`src/hw/pwm_tb_pkg.sv`:
```
package pwm_tb_pkg;

    // Register byte addresses on the AHB-Lite bus
    localparam logic [7:0] ADDR_CONTROL = 8'h00;
    localparam logic [7:0] ADDR_COUNT   = 8'h04;
    localparam logic [7:0] ADDR_PERIOD  = 8'h08;
    localparam logic [7:0] ADDR_DUTY0   = 8'h0C;
    localparam logic [7:0] ADDR_DUTY1   = 8'h10;
    localparam logic [7:0] ADDR_DUTY2   = 8'h14;
    localparam logic [7:0] ADDR_STATUS  = 8'h18;
    localparam logic [7:0] ADDR_MASK    = 8'h1C;

    // Control register field positions
    localparam int CTL_RUN_BIT = 15;
    localparam int CTL_OPS_LSB = 4;
    localparam int CTL_PS_LSB  = 2;
    localparam int CTL_MOD_LSB = 0;

    // Widths and the direction bit position
    localparam int CNT_W   = 15;
    localparam int N_PWM   = 3;
    localparam int N_EVT   = 2;
    localparam int DIR_BIT = 15;

    // Status bits
    localparam int EVT_TB     = 0;
    localparam int EVT_SINGLE = 1;

    // Reset and step values
    localparam logic [CNT_W-1:0] CNT_ZERO  = 15'h0000;
    localparam logic [CNT_W-1:0] CNT_ONE   = 15'h0001;
    localparam logic [3:0]       POST_ZERO = 4'h0;
    localparam logic [5:0]       PRE_ZERO  = 6'h00;
    localparam logic [5:0]       PRE_ONE   = 6'h01;

    // Mode field encodings
    typedef enum logic [1:0] {
        MODE_FREE   = 2'h0,
        MODE_SINGLE = 2'h1,
        MODE_UPDN   = 2'h2,
        MODE_UPDN2  = 2'h3
    } tb_mode_e;

endpackage

```
`src/hw/pwm_time_base_and_compare.sv`:
```
// How it works
// - 15-bit counter, prescaler, postscaled interrupt events
// - Count bit 15 is read-only down flag
// - Run bit starts/stops; stopping keeps count
// - Period match resets or reverses next clock
// - Zero period: halt, no events, freeze period while running
// - Two-bit mode: free, single, updown, updown-double
// - Free-running wraps on match, postscaled event
// - Single-shot: match resets, clears run, one event
// - Up/down reverses at period, flag set descending
// - Up/down event at zero turnaround, postscaled
// - Events depend on mode and postscale field
// - Edge-aligned: active at zero, off at duty match
// - Edge duty zero off, above period on
// - Center: on at down match, off up match
// - Center duty zero off, equal period on
//
// Implementation choices: the placing of the registers and the AHB-Lite slave port.
`timescale 1ns/1ps
module pwm_time_base_and_compare
    import pwm_tb_pkg::*;
(
    // Clock and reset
    input  wire logic        clk,
    input  wire logic        rst_b,
    // AHB-Lite slave
    input  wire logic        hsel,
    input  wire logic [7:0]  haddr,
    input  wire logic [1:0]  htrans,
    input  wire logic        hwrite,
    input  wire logic [2:0]  hsize,
    input  wire logic [31:0] hwdata,
    input  wire logic        hready,
    output logic [31:0]      hrdata,
    output logic             hreadyout,
    output logic             hresp,
    // PWM outputs and interrupt
    output logic [N_PWM-1:0] pwm_out,
    output logic             irq
);

    typedef struct packed {
        logic                       run;
        tb_mode_e                   mode;
        logic [3:0]                 ops;
        logic [1:0]                 ps;
        logic [CNT_W-1:0]           count;
        logic                       down;
        logic [CNT_W-1:0]           period;
        logic [N_PWM-1:0][CNT_W-1:0] duty;
        logic [5:0]                 pre_cnt;
        logic [3:0]                 post_cnt;
        logic [N_PWM-1:0]           pwm;
        logic [N_EVT-1:0]           status;
        logic [N_EVT-1:0]           mask;
        logic                       wr_pend;
        logic                       rd_pend;
        logic [7:0]                 addr;
        logic [31:0]                rdata;
    } state_s;

    state_s st_q;
    state_s st_d;

    // Prescale divide ratio: 1, 4, 16, 64 input clocks
    function automatic logic [5:0] pre_limit(input logic [1:0] sel);
        case (sel)
            2'h0:    pre_limit = 6'h00;
            2'h1:    pre_limit = 6'h03;
            2'h2:    pre_limit = 6'h0F;
            default: pre_limit = 6'h3F;
        endcase
    endfunction

    // Register read mux
    function automatic logic [31:0] read_reg(input state_s s, input logic [7:0] a);
        logic [31:0] r;
        r = 32'h0000_0000;
        if (a == ADDR_CONTROL) begin
            r[CTL_RUN_BIT] = s.run;
            r[CTL_OPS_LSB +: 4] = s.ops;
            r[CTL_PS_LSB +: 2] = s.ps;
            r[CTL_MOD_LSB +: 2] = s.mode;
        end else if (a == ADDR_COUNT) begin
            r[CNT_W-1:0] = s.count;
            r[DIR_BIT] = s.down;
        end else if (a == ADDR_PERIOD) begin
            r[CNT_W-1:0] = s.period;
        end else if (a == ADDR_DUTY0) begin
            r[CNT_W-1:0] = s.duty[0];
        end else if (a == ADDR_DUTY1) begin
            r[CNT_W-1:0] = s.duty[1];
        end else if (a == ADDR_DUTY2) begin
            r[CNT_W-1:0] = s.duty[2];
        end else if (a == ADDR_STATUS) begin
            r[N_EVT-1:0] = s.status;
        end else if (a == ADDR_MASK) begin
            r[N_EVT-1:0] = s.mask;
        end
        read_reg = r;
    endfunction

    logic             tick;
    logic             match;
    logic             at_zero;
    logic             updn;
    logic             raw_evt;
    logic             tb_evt;
    logic             single_evt;
    logic [N_EVT-1:0] evt;

    // Next-state logic
    always_comb begin
        st_d = st_q;
        updn = (st_q.mode == MODE_UPDN) || (st_q.mode == MODE_UPDN2);
        // Zero period holds the counter still
        tick = st_q.run && (st_q.period != CNT_ZERO)
               && (st_q.pre_cnt >= pre_limit(st_q.ps));
        match = (st_q.count == st_q.period);
        at_zero = st_q.down && (st_q.count == CNT_ONE);
        raw_evt = 1'b0;
        single_evt = 1'b0;

        // Prescaler wraps on its own, even with a zero period; a stale
        // count above a newly lowered limit must not stall the ticks
        if (st_q.run) begin
            if (st_q.pre_cnt >= pre_limit(st_q.ps)) begin
                st_d.pre_cnt = PRE_ZERO;
            end else begin
                st_d.pre_cnt = st_q.pre_cnt + PRE_ONE;
            end
        end

        // Counter step for each mode
        if (tick) begin
            case (st_q.mode)
                MODE_FREE: begin
                    if (match) begin
                        st_d.count = CNT_ZERO;
                        raw_evt = 1'b1;
                    end else begin
                        st_d.count = st_q.count + CNT_ONE;
                    end
                end
                MODE_SINGLE: begin
                    if (match) begin
                        st_d.count = CNT_ZERO;
                        st_d.run = 1'b0;
                        single_evt = 1'b1;
                    end else begin
                        st_d.count = st_q.count + CNT_ONE;
                    end
                end
                default: begin
                    if (!st_q.down && match) begin
                        st_d.down = 1'b1;
                        st_d.count = st_q.count - CNT_ONE;
                        raw_evt = (st_q.mode == MODE_UPDN2);
                    end else if (st_q.down && (at_zero || st_q.count == CNT_ZERO)) begin
                        st_d.down = 1'b0;
                        st_d.count = CNT_ZERO;
                        raw_evt = 1'b1;
                    end else if (st_q.down) begin
                        st_d.count = st_q.count - CNT_ONE;
                    end else begin
                        st_d.count = st_q.count + CNT_ONE;
                    end
                end
            endcase
        end
        // Up-only modes never report a descent
        if (!updn) begin
            st_d.down = 1'b0;
        end

        // Postscaler thins events; at or above the select so a lowered ratio acts at once
        tb_evt = 1'b0;
        if (raw_evt) begin
            if (st_q.post_cnt >= st_q.ops) begin
                st_d.post_cnt = POST_ZERO;
                tb_evt = 1'b1;
            end else begin
                st_d.post_cnt = st_q.post_cnt + 4'h1;
            end
        end
        evt = {single_evt, tb_evt};

        // PWM outputs, compared on the counter being entered
        for (int i = 0; i < N_PWM; i++) begin
            if (st_q.duty[i] == CNT_ZERO) begin
                st_d.pwm[i] = 1'b0;
            end else if (!updn) begin
                if (st_q.duty[i] > st_q.period) begin
                    st_d.pwm[i] = 1'b1;
                end else if (st_d.count == st_q.duty[i]) begin
                    st_d.pwm[i] = 1'b0;
                end else if (st_d.count == CNT_ZERO) begin
                    st_d.pwm[i] = 1'b1;
                end
            end else begin
                if (st_q.duty[i] == st_q.period) begin
                    st_d.pwm[i] = 1'b1;
                end else if (st_d.count == st_q.duty[i]) begin
                    st_d.pwm[i] = st_d.down;
                end
            end
        end

        // AHB-Lite address phase capture
        st_d.wr_pend = 1'b0;
        st_d.rd_pend = 1'b0;
        if (hsel && hready && htrans[1]) begin
            st_d.wr_pend = hwrite;
            st_d.rd_pend = !hwrite;
            st_d.addr = haddr;
            st_d.rdata = read_reg(st_q, haddr);
        end

        // Data phase write, hardware event beats clear
        st_d.status = st_q.status;
        if (st_q.wr_pend) begin
            if (st_q.addr == ADDR_CONTROL) begin
                st_d.run = hwdata[CTL_RUN_BIT];
                st_d.ops = hwdata[CTL_OPS_LSB +: 4];
                st_d.ps = hwdata[CTL_PS_LSB +: 2];
                st_d.mode = tb_mode_e'(hwdata[CTL_MOD_LSB +: 2]);
            end else if (st_q.addr == ADDR_PERIOD) begin
                // A running zero period is locked
                if (!(st_q.run && st_q.period == CNT_ZERO)) begin
                    st_d.period = hwdata[CNT_W-1:0];
                end
            end else if (st_q.addr == ADDR_DUTY0) begin
                st_d.duty[0] = hwdata[CNT_W-1:0];
            end else if (st_q.addr == ADDR_DUTY1) begin
                st_d.duty[1] = hwdata[CNT_W-1:0];
            end else if (st_q.addr == ADDR_DUTY2) begin
                st_d.duty[2] = hwdata[CNT_W-1:0];
            end else if (st_q.addr == ADDR_STATUS) begin
                st_d.status = st_q.status & ~hwdata[N_EVT-1:0];
            end else if (st_q.addr == ADDR_MASK) begin
                st_d.mask = hwdata[N_EVT-1:0];
            end
            // Count register is read-only
        end
        st_d.status = st_d.status | evt;
        // Hardware halt wins over a same-cycle run write
        if (single_evt) begin
            st_d.run = 1'b0;
        end
    end

    // State register
    always_ff @(posedge clk or negedge rst_b) begin
        if (!rst_b) begin
            st_q <= '0;
        end else begin
            st_q <= st_d;
        end
    end

    // Outputs; zero-wait slave
    assign hrdata    = st_q.rdata;
    assign hreadyout = 1'b1;
    assign hresp     = 1'b0;
    assign pwm_out   = st_q.pwm;
    assign irq       = |(st_q.status & st_q.mask);

    // Stopping keeps the count
    a_stop_holds: assert property (@(posedge clk) disable iff (!rst_b)
        (!st_q.run && !$past(st_q.wr_pend)) |=> (st_q.count == $past(st_q.count)))
        else $error("count moved while stopped");

    a_zero_period: assert property (@(posedge clk) disable iff (!rst_b)
        (st_q.period == CNT_ZERO) |=> !st_q.status[EVT_TB] || $past(st_q.status[EVT_TB]))
        else $error("event with zero period");

    a_free_wrap: assert property (@(posedge clk) disable iff (!rst_b)
        (tick && st_q.mode == MODE_FREE && match) |=> (st_q.count == CNT_ZERO))
        else $error("free mode did not wrap");

    a_single_stop: assert property (@(posedge clk) disable iff (!rst_b)
        (tick && st_q.mode == MODE_SINGLE && match)
        |=> (!st_q.run && st_q.count == CNT_ZERO && st_q.status[EVT_SINGLE]))
        else $error("single shot did not halt");

    a_updn_turn: assert property (@(posedge clk) disable iff (!rst_b)
        (tick && updn && !st_q.down && match) |=> st_q.down)
        else $error("no reversal at period");

    a_updn_event: assert property (@(posedge clk) disable iff (!rst_b)
        (tick && updn && st_q.down && at_zero) |=> (!st_q.down && st_q.count == CNT_ZERO))
        else $error("no turn at zero");

    a_edge_full: assert property (@(posedge clk) disable iff (!rst_b)
        (!updn && st_q.duty[0] != CNT_ZERO && st_q.duty[0] > st_q.period) |=> pwm_out[0])
        else $error("edge output not full on");

    a_duty_zero: assert property (@(posedge clk) disable iff (!rst_b)
        (st_q.duty[1] == CNT_ZERO) |=> !pwm_out[1])
        else $error("zero duty not off");

    a_irq_level: assert property (@(posedge clk) disable iff (!rst_b)
        (st_q.status[EVT_TB] && st_q.mask[EVT_TB]) |-> irq)
        else $error("irq missing");

    // Prescaled tick leaves a gap behind it
    a_pre_gap: assert property (@(posedge clk) disable iff (!rst_b)
        (tick && st_q.ps != 2'h0 && !st_q.wr_pend) |=> !tick)
        else $error("prescaler did not divide");

    // Direction flag read back with the count
    a_dir_read: assert property (@(posedge clk) disable iff (!rst_b)
        (st_q.rd_pend && st_q.addr == ADDR_COUNT) |-> (hrdata[DIR_BIT] == $past(st_q.down)))
        else $error("direction flag not read back");

    // Up-only modes show no down flag
    a_dir_up: assert property (@(posedge clk) disable iff (!rst_b)
        (!updn) |=> !st_q.down)
        else $error("down flag in up-only mode");

    // Run bit follows a control write
    a_run_write: assert property (@(posedge clk) disable iff (!rst_b)
        (st_q.wr_pend && st_q.addr == ADDR_CONTROL && !single_evt) |=> (st_q.run == $past(hwdata[CTL_RUN_BIT])))
        else $error("run bit not written");

    // Reversal steps one below the period
    a_turn_step: assert property (@(posedge clk) disable iff (!rst_b)
        (tick && updn && !st_q.down && match) |=> (st_q.count == $past(st_q.count) - CNT_ONE))
        else $error("no step after period match");

    // Zero period stays locked while running
    a_period_lock: assert property (@(posedge clk) disable iff (!rst_b)
        (st_q.run && st_q.period == CNT_ZERO) |=> (st_q.period == CNT_ZERO))
        else $error("zero period changed while running");

    // Mode field follows a control write
    a_mode_write: assert property (@(posedge clk) disable iff (!rst_b)
        (st_q.wr_pend && st_q.addr == ADDR_CONTROL) |=> (st_q.mode == $past(hwdata[CTL_MOD_LSB +: 2])))
        else $error("mode not written");

    // Free-running match raises the event when due
    a_free_event: assert property (@(posedge clk) disable iff (!rst_b)
        (tick && st_q.mode == MODE_FREE && match && st_q.post_cnt >= st_q.ops) |=> st_q.status[EVT_TB])
        else $error("free mode event missing");

    // Single shot leaves the postscaler alone
    a_single_post: assert property (@(posedge clk) disable iff (!rst_b)
        (st_q.mode == MODE_SINGLE) |=> (st_q.post_cnt == $past(st_q.post_cnt)))
        else $error("single shot moved postscaler");

    // Descent steps down by one with the flag set
    a_down_step: assert property (@(posedge clk) disable iff (!rst_b)
        (tick && updn && st_q.down && !at_zero && st_q.count != CNT_ZERO)
        |=> (st_q.down && st_q.count == $past(st_q.count) - CNT_ONE))
        else $error("descent step wrong");

    // Plain up/down mode is quiet at the period
    a_updn_quiet: assert property (@(posedge clk) disable iff (!rst_b)
        (tick && st_q.mode == MODE_UPDN && !st_q.down && match) |-> !raw_evt)
        else $error("event at period in plain up/down");

    // Thinned events leave the flag alone
    a_post_thin: assert property (@(posedge clk) disable iff (!rst_b)
        (raw_evt && st_q.post_cnt < st_q.ops) |=> (!st_q.status[EVT_TB] || $past(st_q.status[EVT_TB])))
        else $error("postscaler let event through");

    // Edge output rises as the count wraps
    a_edge_rise: assert property (@(posedge clk) disable iff (!rst_b)
        (tick && st_q.mode == MODE_FREE && match && st_q.duty[2] != CNT_ZERO) |=> pwm_out[2])
        else $error("edge output did not rise");

    // Edge output falls on its duty match
    a_edge_fall: assert property (@(posedge clk) disable iff (!rst_b)
        (!updn && st_q.duty[2] != CNT_ZERO && st_q.duty[2] <= st_q.period
         && st_d.count == st_q.duty[2]) |=> !pwm_out[2])
        else $error("edge output did not fall");

    // Center output on descending, off ascending
    a_center_on: assert property (@(posedge clk) disable iff (!rst_b)
        (updn && st_q.duty[2] != CNT_ZERO && st_q.duty[2] != st_q.period
         && st_d.count == st_q.duty[2]) |=> (pwm_out[2] == $past(st_d.down)))
        else $error("center output wrong at match");

    // Center output full on at a period duty
    a_center_full: assert property (@(posedge clk) disable iff (!rst_b)
        (updn && st_q.duty[1] != CNT_ZERO && st_q.duty[1] == st_q.period) |=> pwm_out[1])
        else $error("center output not full on");

    // Double-update mode also fires at the period
    a_double_evt: assert property (@(posedge clk) disable iff (!rst_b)
        (tick && st_q.mode == MODE_UPDN2 && !st_q.down && match) |-> raw_evt)
        else $error("no event at period in double mode");

endmodule

```
`config.mk`:
```
export PLATFORM = sky130hd
export DESIGN_NAME = pwm_time_base_and_compare
export DESIGN_NICKNAME = d
export VERILOG_FILES = /design/src/hw/pwm_tb_pkg.sv /design/src/hw/pwm_time_base_and_compare.sv
export SDC_FILE = /design/constraint.sdc
export NUM_CORES = 1
export LEC_CHECK = 0
export BUFFER_PORTS_ARGS = -buffer_cell sky130_fd_sc_hd__buf_2
export CAP_MARGIN = 10
export CORE_AREA = 10 10 256 160
export CTS_BUF_LIST = sky130_fd_sc_hd__clkbuf_2 sky130_fd_sc_hd__clkbuf_4 sky130_fd_sc_hd__clkbuf_8
export DETAILED_ROUTE_END_ITERATION = 8
export DIE_AREA = 0 0 266 170
export PLACE_DENSITY = 0.53
export SLEW_MARGIN = 20
export SYNTH_ARGS = -nofsm -noshare
export SYNTH_HDL_FRONTEND = slang
export SYNTH_SLANG_ARGS = --single-unit
```
`constraint.sdc`:
```
create_clock -name clk -period 9.6 [get_ports clk]
set_input_delay 0.96 -clock clk [delete_from_list [all_inputs] [get_ports clk]]
set_output_delay 0.96 -clock clk [all_outputs]
set_load 0.01 [all_outputs]
```
==> run_results.csv, run 1 <==
group,metric,value,unit
run_status,status,"complete, no violations",
power_and_ir_drop,total_power,1.48,mW
detailed_routing,drc,0,
sta,relSlewSlack,27.1,%
grt,antenna_found_initial,0,
placement,io_buffers,49,
flow_run,cap_violations,0,
detailed_routing,route.vias.total,9311,
placement,dpl_cell_area,0.0105,sq mm
setup_path,cp_cell_sequence,"inv_1, ha_1, o2111a_1, and3_1, nor2_1, a221oi_2, xor2_1, o2111ai_1, nor4_1, mux2i_1, o2bb2ai_1",
sta,fin_worst_skew,0.0152,ns
yosys,async_flop_share,100,%
grt,grt_pass1_wl,60400,um
detailed_routing,route.detailed.wl_per_inst,25.7,um
setup_path,cp_slowest_cell,"a221oi_2",
grt,grt.overflow.total,0,
yosys,syn_inst,1114,
cells_and_area,syn2layout_area_growth,8.53,%
detailed_routing,ant_nets,0,
setup_path,crit_arrival,5.58,ns
cells_and_area,layout.nets,1222,
setup_path,reg2reg_from,"st_q[120]$_DFF_PN0_",
cells_and_area,drive_gt1_share,17.1,%
setup_path,worst_path_largest_cell_delay,0.92,ns
yosys,ys.flop_type,"dfrtp_1",
floorplanning,die_w,266,um
setup_path,start_kind,"flop",
clock_tree,cts_sinks,127,
floorplanning,start_util,27.8,%
cells_and_area,regArea,0.00318,sq mm
setup_path,startpoint,"st_q[120]$_DFF_PN0_",
cells_and_area,diodes,0,
clock_tree,root_buffer,"clkbuf_8",
setup_path,end_kind,"flop",
clock_tree,ctsHoldBuffers,0,
detailed_routing,drt-vias-per-instance,5.81,
sta,maxSlewViolCount,0,
sta,max_freq,194,MHz
grt,grt_usage,18.0,%
floorplanning,dieArea,0.0452,sq mm
setup_path,worst-path-buf-inv,1,
cells_and_area,final_area,0.0109,sq mm
yosys,ys_ff_latch,127,
floorplanning,rows,54,
yosys,syn_avg_cell_area,9.01,sq um
grt,grt_max_degree,68,
floorplanning,chipHeight,170,um
cells_and_area,utilization,30.2,%
yosys,synth-seq-area-share,31.7,%
yosys,yosys_warnings,0,
yosys,ys_types,89,
clock_tree,cts_tree,"built",
clock_tree,clock_latency,0.51,ns
sta,hold_violations,0,
power_and_ir_drop,leakage,4.57,nW
cells_and_area,multiInputGateArea,0.00618,sq mm
clock_tree,post-cts-setup-buffers,0,
sta,hold_slack,0.418,ns
sta,post-route-period-util,53.6,%
clock_tree,clockBufferDepth,2,
sta,period_needed,5.14,ns
detailed_routing,first_pass_iters,7,
cells_and_area,final_cell_mix,"127 x dfrtp_1, 108 x nand2_1, 81 x o21ai_0, 61 x mux2_2, 59 x ha_1",
floorplanning,core,0.0361,sq mm
clock_tree,cts_made_buffers,17,
setup_path,path_max_fanout,13,
clock_tree,clkTransAtPathRegs,0.09,ns
hold_path,hold_class,"primary input to async pin",
clock_tree,cts_htree_levels,4,
setup_path,crit_type,"flop to flop",
placement,gp_congestion,0.995,
setup_path,cp_top_family,"compound AO/OA/AOI/OAI gates",
yosys,syn_area,0.0100,sq mm
placement,hpwlAfterDp,31600,um
cells_and_area,fill_cells,3893,
yosys,synth_edf_count,0,
grt,first_global_vias,8755,
cells_and_area,final_common_cell,"dfrtp_1",
sta,rsz0062_at_grt,"false",
sta,worstMarginPinSlew,1.08,ns
sta,fin_setup_tns,0,ns
sta,setup_viol,0,
setup_path,regToRegSetupSlack,4.46,ns
clock_tree,post_cts_resized,0,
detailed_routing,drt_iter0_drc,1221,
floorplanning,io_pins,88,
power_and_ir_drop,p_per_area,136,mW/mm^2
power_and_ir_drop,vdd_ir_drop_max,80.8,uV
setup_path,required,10.03,ns
detailed_routing,drt-total-wl,41100,um
final cells by class:
class / count / area share [%]
Multi-Input combinational cell: 848 / 56.7
Sequential cell: 127 / 29.2
Tap cell: 476 / 5.47
Timing Repair Buffer: 66 / 3.48
Clock buffer: 19 / 2.34
Inverter: 53 / 1.83
Clock inverter: 13 / 0.976
state kept, by name, summed over array words and instances, names as in the netlist:
name,count
hrdata,16
pwm_out,3
st_q,108
through the flow:
stage / cells / worst slack, ns
2_1_floorplan: 1130 / 5.99
3_3_place_gp: 1570 / 4.78
3_5_place_dp: 1570 / 4.82
4_1_cts: 1602 / 4.79
5_1_grt: 1602 / 4.39
6_report: 1602 / 4.46
cells in the mapped netlist (24+ instances only):
cell type	n	area, sq um
dfrtp_1	127	3180
nand2_1	108	405
o21ai_0	81	405
mux2_2	61	687
ha_1	59	738
inv_1	53	199
clkbuf_1	49	184
buf_4	38	285
nor2_1	35	131
nor4_1	32	200
xor2_1	30	263
nor3_1	28	140
nand3_1	27	135
nand4_1	27	169
a21oi_1	25	125
xnor2_1	24	210
per-layer routing:
layer | share of wire, % | GRT usage [%] | up-vias
li1 | - | - | 4130
met1 | 47 | 27.0 | 4605
met2 | 38 | 23.1 | 543
met3 | 14 | 7.51 | 33
met4 | 0.93 | 3.47 | 0
met5 | 0 | 0 | -
cell families (layout without fill, tap and decap cells):
group	count (synthesis)	count (layout)	synth area share, %
and+or+nand+nor	352	352	19.5
AOI/OAI and AO/OA	284	284	20.1
buffers and inverters	155	151	7.50
DFF	127	127	31.7
muxes	80	80	8.99
adders and majority gates	59	59	7.35
xor gates and xnor gates	55	55	4.87
other	2	18	0.0748
final timing paths:
kind | to | cells past startpoint
worst max-delay path | pwm_out[0]$_DFFE_PN0P_ | 11
worst min-delay path | st_q[53]$_DFFE_PN0P_ | 1
worst max register to register | pwm_out[0]$_DFFE_PN0P_ | 11
worst min register to register | hrdata[12]$_DFFE_PN0P_ | 2
max in group asynchronous | hrdata[2]$_DFFE_PN0P_ | 2
min in group clk | hrdata[12]$_DFFE_PN0P_ | 2
where the power goes:
group / leakage (nW) / internal (mW) / switching, mW
registers: 1.53 / 0.568 / 0.0829
clock network: 0.188 / 0.193 / 0.264
logic: 2.85 / 0.128 / 0.242
Note: power is estimated with default switching activity, not from simulation.
==> run 2: changes to the inputs <==
PLACE_DENSITY = 0.55   (was 0.53)
clock period = 4.2 ns   (was 9.6 ns; I/O delays follow)
==> run 2 against run 1 <==
Effect of this change: maximum frequency is 25% higher; count of clock-buffer cells in the layout stayed put; critical path depth is 1 higher; sequential power is 120% higher.
==> run_results.csv, run 2 (synthesis gave the netlist of run 1 again) <==
group,metric,value,unit
detailed_routing,drt-total-wl,42400,um
setup_path,cp_slowest_cell,"a2111oi_0",
power_and_ir_drop,comb_power_share,26.9,%
clock_tree,cts_sinks,127,
power_and_ir_drop,p_int,2.34,mW
clock_tree,post-cts-setup-buffers,0,
power_and_ir_drop,pwr-share-seq,39.7,%
floorplanning,die_w,266,um
cells_and_area,largest_register_ffs,108,
power_and_ir_drop,vdd_ir_drop_max,219,uV
sta,max_freq,243,MHz
floorplanning,chipHeight,170,um
grt,antenna_found_initial,0,
sta,setup_viol,0,
detailed_routing,first_pass_iters,5,
floorplanning,io_pins,88,
floorplanning,rows,54,
cells_and_area,final_cell_mix,"127 x dfrtp_1, 111 x buf_4, 108 x nand2_1, 81 x o21ai_0, 61 x mux2_2",
detailed_routing,route.vias.total,9791,
power_and_ir_drop,leakage,5.07,nW
clock_tree,cts_tree,"built",
cells_and_area,drive_gt1_share,23.4,%
grt,grt_usage,18.5,%
hold_path,hold_class,"primary input to async pin",
sta,maxSlewViolCount,0,
detailed_routing,drc,0,
detailed_routing,route.detailed.wl_per_inst,25.0,um
setup_path,cp_top_family,"compound AO/OA/AOI/OAI gates",
clock_tree,cts_htree_levels,4,
placement,place_ws,0.258,ns
setup_path,crit_type,"flop to flop",
placement,hpwlAfterDp,33700,um
detailed_routing,drt_iter0_drc,1147,
sta,relSlewSlack,25.1,%
power_and_ir_drop,clkPwrFrac,33.5,%
cells_and_area,finalNonFillerCells,1697,
setup_path,crit_arrival,4.47,ns
power_and_ir_drop,p_sw,1.33,mW
floorplanning,start_util,27.8,%
setup_path,worst-path-buf-inv,4,
setup_path,reg2reg_from,"st_q[123]$_DFF_PN0_",
sta,fin_setup_tns,0,ns
setup_path,cp_cell_sequence,"buf_4, buf_4, inv_1, a2111oi_0, nand2_1, a22o_1, nor3_1, nand4_1, nor4_1, buf_4, and4b_1, a211oi_2",
cells_and_area,fill_cells,3857,
sta,hold_violations,0,
cells_and_area,final_common_cell,"dfrtp_1",
setup_path,end_kind,"flop",
clock_tree,cts_made_buffers,17,
cells_and_area,regMostFlops,"st_q",
clock_tree,clock_latency,0.47,ns
cells_and_area,layout.nets,1316,
grt,grt_max_degree,94,
placement,numPlacedInstances,1664,
floorplanning,dieArea,0.0452,sq mm
clock_tree,clkTransAtPathRegs,0.09,ns
cells_and_area,multiInputGateArea,0.00618,sq mm
power_and_ir_drop,p_per_area,315,mW/mm^2
detailed_routing,drt-vias-per-instance,5.77,
setup_path,startpoint,"st_q[123]$_DFF_PN0_",
clock_tree,clockBufferDepth,2,
sta,rsz0062_at_grt,"false",
run_status,status,"complete, no violations",
setup_path,worst_path_largest_cell_delay,1.02,ns
sta,period_needed,4.11,ns
sta,timing.final.ws_setup,0.0865,ns
setup_path,path_max_fanout,11,
sta,fin_worst_skew,0.0179,ns
setup_path,start_kind,"flop",
cells_and_area,syn2layout_area_growth,16.4,%
clock_tree,root_buffer,"clkbuf_8",
cells_and_area,regArea,0.00318,sq mm
grt,grt_pass1_wl,62200,um
flow_run,cap_violations,0,
setup_path,cp_common_cell,"buf_4",
sta,worstMarginPinSlew,1.10,ns
detailed_routing,ant_nets,0,
grt,grt.overflow.total,0,
power_and_ir_drop,switching_share,36.2,%
sta,post-route-period-util,97.9,%
setup_path,required,4.56,ns
placement,gp_congestion,1.00,
floorplanning,core,0.0361,sq mm
grt,first_global_vias,9149,
placement,io_buffers,49,
[run 2: cell type report]
cell class	instances	share of cell area, %
sequential	127	27.2
clock inverter	13	1.59
inverter	53	1.70
clock buffer	19	2.19
tap	476	5.10
multi-input combinational	848	52.9
timing repair buffer	160	9.29
antenna	1	0.0214
[run 2: worst register-to-register path, cell delays in order, from the launching register on]
cell	delay [ns]
dfrtp_1	0.38
buf_4	0.22
buf_4	0.23
inv_1	0.28
a2111oi_0	1.02
nand2_1	0.28
a22o_1	0.31
nor3_1	0.22
nand4_1	0.25
nor4_1	0.38
buf_4	0.18
and4b_1	0.21
a211oi_2	0.05
[run 2: path summary, 6_finish.rpt]
| path | endpoint | slack (ns) | depth (start not counted) |
|---|---|---|---|
| setup / recovery | pwm_out[2]$_DFFE_PN0P_ | 0.09 | 12 |
| hold / removal | st_q[68]$_DFFE_PN0P_ | 0.01 | 1 |
| setup reg to reg | pwm_out[2]$_DFFE_PN0P_ | 0.09 | 12 |
| hold reg to reg | hrdata[10]$_DFFE_PN0P_ | 0.47 | 2 |
| max in group asynchronous | st_q[129]$_DFF_PN0_ | 3.19 | 2 |
| min in group clk | st_q[41]$_DFF_PN0_ | 0.17 | 3 |
[run 2: through the flow]
stage / hold WS, ns / utilization (%) / instance area, sq um / power (mW)
after floorplan: 0.124 / - / 10100 / 1.98
after global placement: 0.461 / 31.1 / 11200 / 2.41
after detailed placement: 0.466 / 31.1 / 11200 / 2.42
after CTS: 0.0748 / 32.3 / 11700 / 3.64
after global routing: 0.0754 / 32.4 / 11700 / 3.82
final: 0.0112 / 32.4 / 11700 / 3.68
[run 2: routing by layer]
metal | share of wire, % | global-route usage [%] | vias to the layer above
met2 | 37 | 23.3 | 592
met4 | 1.2 | 3.44 | 0
met5 | 0 | 0 | -
li1 | - | - | 4317
met1 | 48 | 28.3 | 4835
met3 | 13 | 7.11 | 47
[run 2: power by group through the flow]
stage          combinational [mW]  clock (mW)  sequential [mW]
5_1_grt                      1.05        1.30             1.46
4_1_cts                     0.951        1.25             1.44
2_1_floorplan               0.580           0             1.40
3_3_place_gp                0.938           0             1.47
3_5_place_dp                0.947           0             1.47
6_report                    0.988        1.23             1.46
[run 2: timing repair]
action,4_1_cts,5_1_grt
hold buffers,0,0
gates resized for setup,0,1
endpoints found under the setup margin,0,1
==> run 3: changes to the inputs <==
REMOVE_ABC_BUFFERS = 1   (was unset)
==> run 3 against run 2 <==
Effect of this change: global-route usage shrank 0.28 points; sequential power barely moved; largest power group unchanged; design area shrank 1.4%; worst setup slack got worse by 0.017 ns; highest routed layer is now met5.
==> run_results.csv, run 3 (synthesis gave the netlist of run 1 again) <==
group,metric,value,unit
detailed_routing,route.vias.total,9690,
setup_path,worst_path_largest_cell_delay,0.65,ns
clock_tree,cts_sinks,127,
sta,fin_worst_skew,0.00986,ns
floorplanning,start_util,27.8,%
cells_and_area,drive_gt1_share,22.3,%
placement,hpwlAfterDp,32700,um
sta,maxSlewViolCount,0,
detailed_routing,route.detailed.wl_per_inst,24.8,um
setup_path,end_kind,"flop",
flow_run,cap_violations,0,
sta,fin_setup_tns,0,ns
sta,rsz0062_at_grt,"false",
grt,grt_usage,18.2,%
hold_path,holdPathStages,3,
sta,setup_viol,0,
clock_tree,post-cts-setup-buffers,0,
cells_and_area,syn2layout_area_growth,14.7,%
clock_tree,cts_htree_levels,4,
setup_path,crit_type,"flop to flop",
floorplanning,rows,54,
clock_tree,root_buffer,"clkbuf_8",
floorplanning,die_w,266,um
cells_and_area,largest_register_ffs,108,
clock_tree,cts_tree,"built",
sta,worstMarginPinSlew,1.03,ns
setup_path,reg2reg_from,"st_q[126]$_DFF_PN0_",
grt,grt.overflow.total,0,
detailed_routing,drt_iter0_drc,1299,
setup_path,worst-path-buf-inv,1,
sta,post-route-period-util,98.3,%
setup_path,crit_arrival,4.53,ns
grt,antenna_found_initial,0,
cells_and_area,layout.nets,1299,
cells_and_area,final_common_cell,"dfrtp_1",
power_and_ir_drop,leakage,4.97,nW
grt,grt_max_degree,62,
grt,first_global_vias,9235,
cells_and_area,final_cell_mix,"127 x dfrtp_1, 108 x nand2_1, 93 x buf_4, 81 x o21ai_0, 61 x mux2_2",
placement,io_buffers,49,
placement,gp_congestion,1.02,
hold_path,hold_class,"primary input to flop",
sta,max_freq,242,MHz
hold_path,hold_end,"st_q[41]$_DFF_PN0_",
setup_path,cp_cell_sequence,"xor2_1, nor4b_1, a41oi_1, buf_4, o32a_1, a221oi_1, o32ai_1, nor4_1, o2111ai_1, or2_2, a211oi_1",
sta,relSlewSlack,30.9,%
floorplanning,dieArea,0.0452,sq mm
cells_and_area,regMostFlops,"st_q",
detailed_routing,first_pass_iters,6,
grt,grt_pass1_wl,61400,um
setup_path,cp_slowest_cell,"dfrtp_1",
setup_path,required,4.60,ns
detailed_routing,drc,0,
detailed_routing,ant_nets,0,
sta,period_needed,4.13,ns
power_and_ir_drop,p_per_area,306,mW/mm^2
setup_path,timing.rr.end,"pwm_out[1]$_DFFE_PN0P_",
clock_tree,cts_made_buffers,17,
setup_path,regToRegSetupSlack,0.07,ns
setup_path,reg2reg_depth,11,
floorplanning,core,0.0361,sq mm
placement,dpl_cell_area,0.0111,sq mm
floorplanning,io_pins,88,
floorplanning,chipHeight,170,um
cells_and_area,final_area,0.0115,sq mm
hold_path,hold_start,"hwrite",
cells_and_area,diodes,0,
setup_path,start_kind,"flop",
run_status,status,"complete, no violations",
power_and_ir_drop,vdd_ir_drop_max,256,uV
detailed_routing,drt-total-wl,41600,um
setup_path,path_max_fanout,13,
clock_tree,clkTransAtPathRegs,0.08,ns
detailed_routing,drt-vias-per-instance,5.77,
clock_tree,clockBufferDepth,2,
setup_path,cp_top_family,"compound AO/OA/AOI/OAI gates",
sta,hold_violations,0,
clock_tree,clock_latency,0.50,ns
==> run 3: cell count changes in the layout (fill, tap and decap cells not counted), sizes merged <==
cell	change
buf	-18
clkbuf	+3
bufinv	-2
clkinv	-1
clkinvlp	-1
diode	-1
dlygate4sd3	+1
==> run 3: how the worst max path moves through the flow <==
stage / from / end / depth (start not counted)
6_report: st_q[126]$_DFF_PN0_ / pwm_out[1]$_DFFE_PN0P_ / 11
5_1_grt: st_q[135]$_DFFE_PN0P_ / pwm_out[1]$_DFFE_PN0P_ / 14
4_1_cts: st_q[113]$_DFFE_PN0P_ / pwm_out[1]$_DFFE_PN0P_ / 11
3_5_place_dp: st_q[113]$_DFFE_PN0P_ / pwm_out[1]$_DFFE_PN0P_ / 11
3_3_place_gp: st_q[128]$_DFF_PN0_ / pwm_out[2]$_DFFE_PN0P_ / 11
2_1_floorplan: st_q[136]$_DFFE_PN0P_ / pwm_out[1]$_DFFE_PN0P_ / 12
==> run 3: per-stage QoR <==
| stage | total power, mW | hold WS (ns) | instances | util [%] | setup slack (ns) |
|---|---|---|---|---|---|
| after floorplan | 1.93 | 0.124 | 1028 | - | 0.0387 |
| after global placement | 2.38 | 0.460 | 1646 | 30.8 | 0.194 |
| after detailed placement | 2.39 | 0.469 | 1646 | 30.8 | 0.290 |
| after CTS | 3.51 | 0.0945 | 1678 | 31.9 | 0.232 |
| after global routing | 3.68 | 0.125 | 1678 | 31.9 | 0.00909 |
| final | 3.52 | 0.130 | 1678 | 31.9 | 0.0695 |
==> run 3: area by class of cell <==
type,count,area [sq um]
fillers,3859,24600
clock inverters,9,109
multi-input cells,848,6190
flip-flops and latches,127,3180
clock buffers,22,284
repair buffers,143,960
well taps,476,596
inverters,53,199
==> run 3: where the power goes <==
group	leakage (nW)	internal, mW	switching [mW]
Clock	0.204	0.576	0.539
Sequential	1.53	1.30	0.166
Combinational	3.24	0.361	0.584
==> run 3: worst reg2reg max path, delay by kind of cell, from the launching register on <==
kind	cells	cell delay (ns)
AND/OR/NAND/NOR	3	1.31
XOR/XNOR	1	0.24
flip-flops	1	0.65
AO/OA/AOI/OAI	6	1.62
buffers and inverters	1	0.22
==> run 3: repair_timing <==
item                                    in CTS  in global routing
hold buffers                                 1                  0
endpoints found under the setup margin       0                  2
endpoints found under the hold margin       59                  0
gates resized for setup                      0                  2
==> run 3: metal layers <==
layer	up-vias	global-route usage [%]	wire length [um]
li1	4281	-	-
met5	-	1.19	71
met4	2	3.76	595
met1	4732	27.0	19500
met3	60	8.69	6260
met2	615	22.5	15200
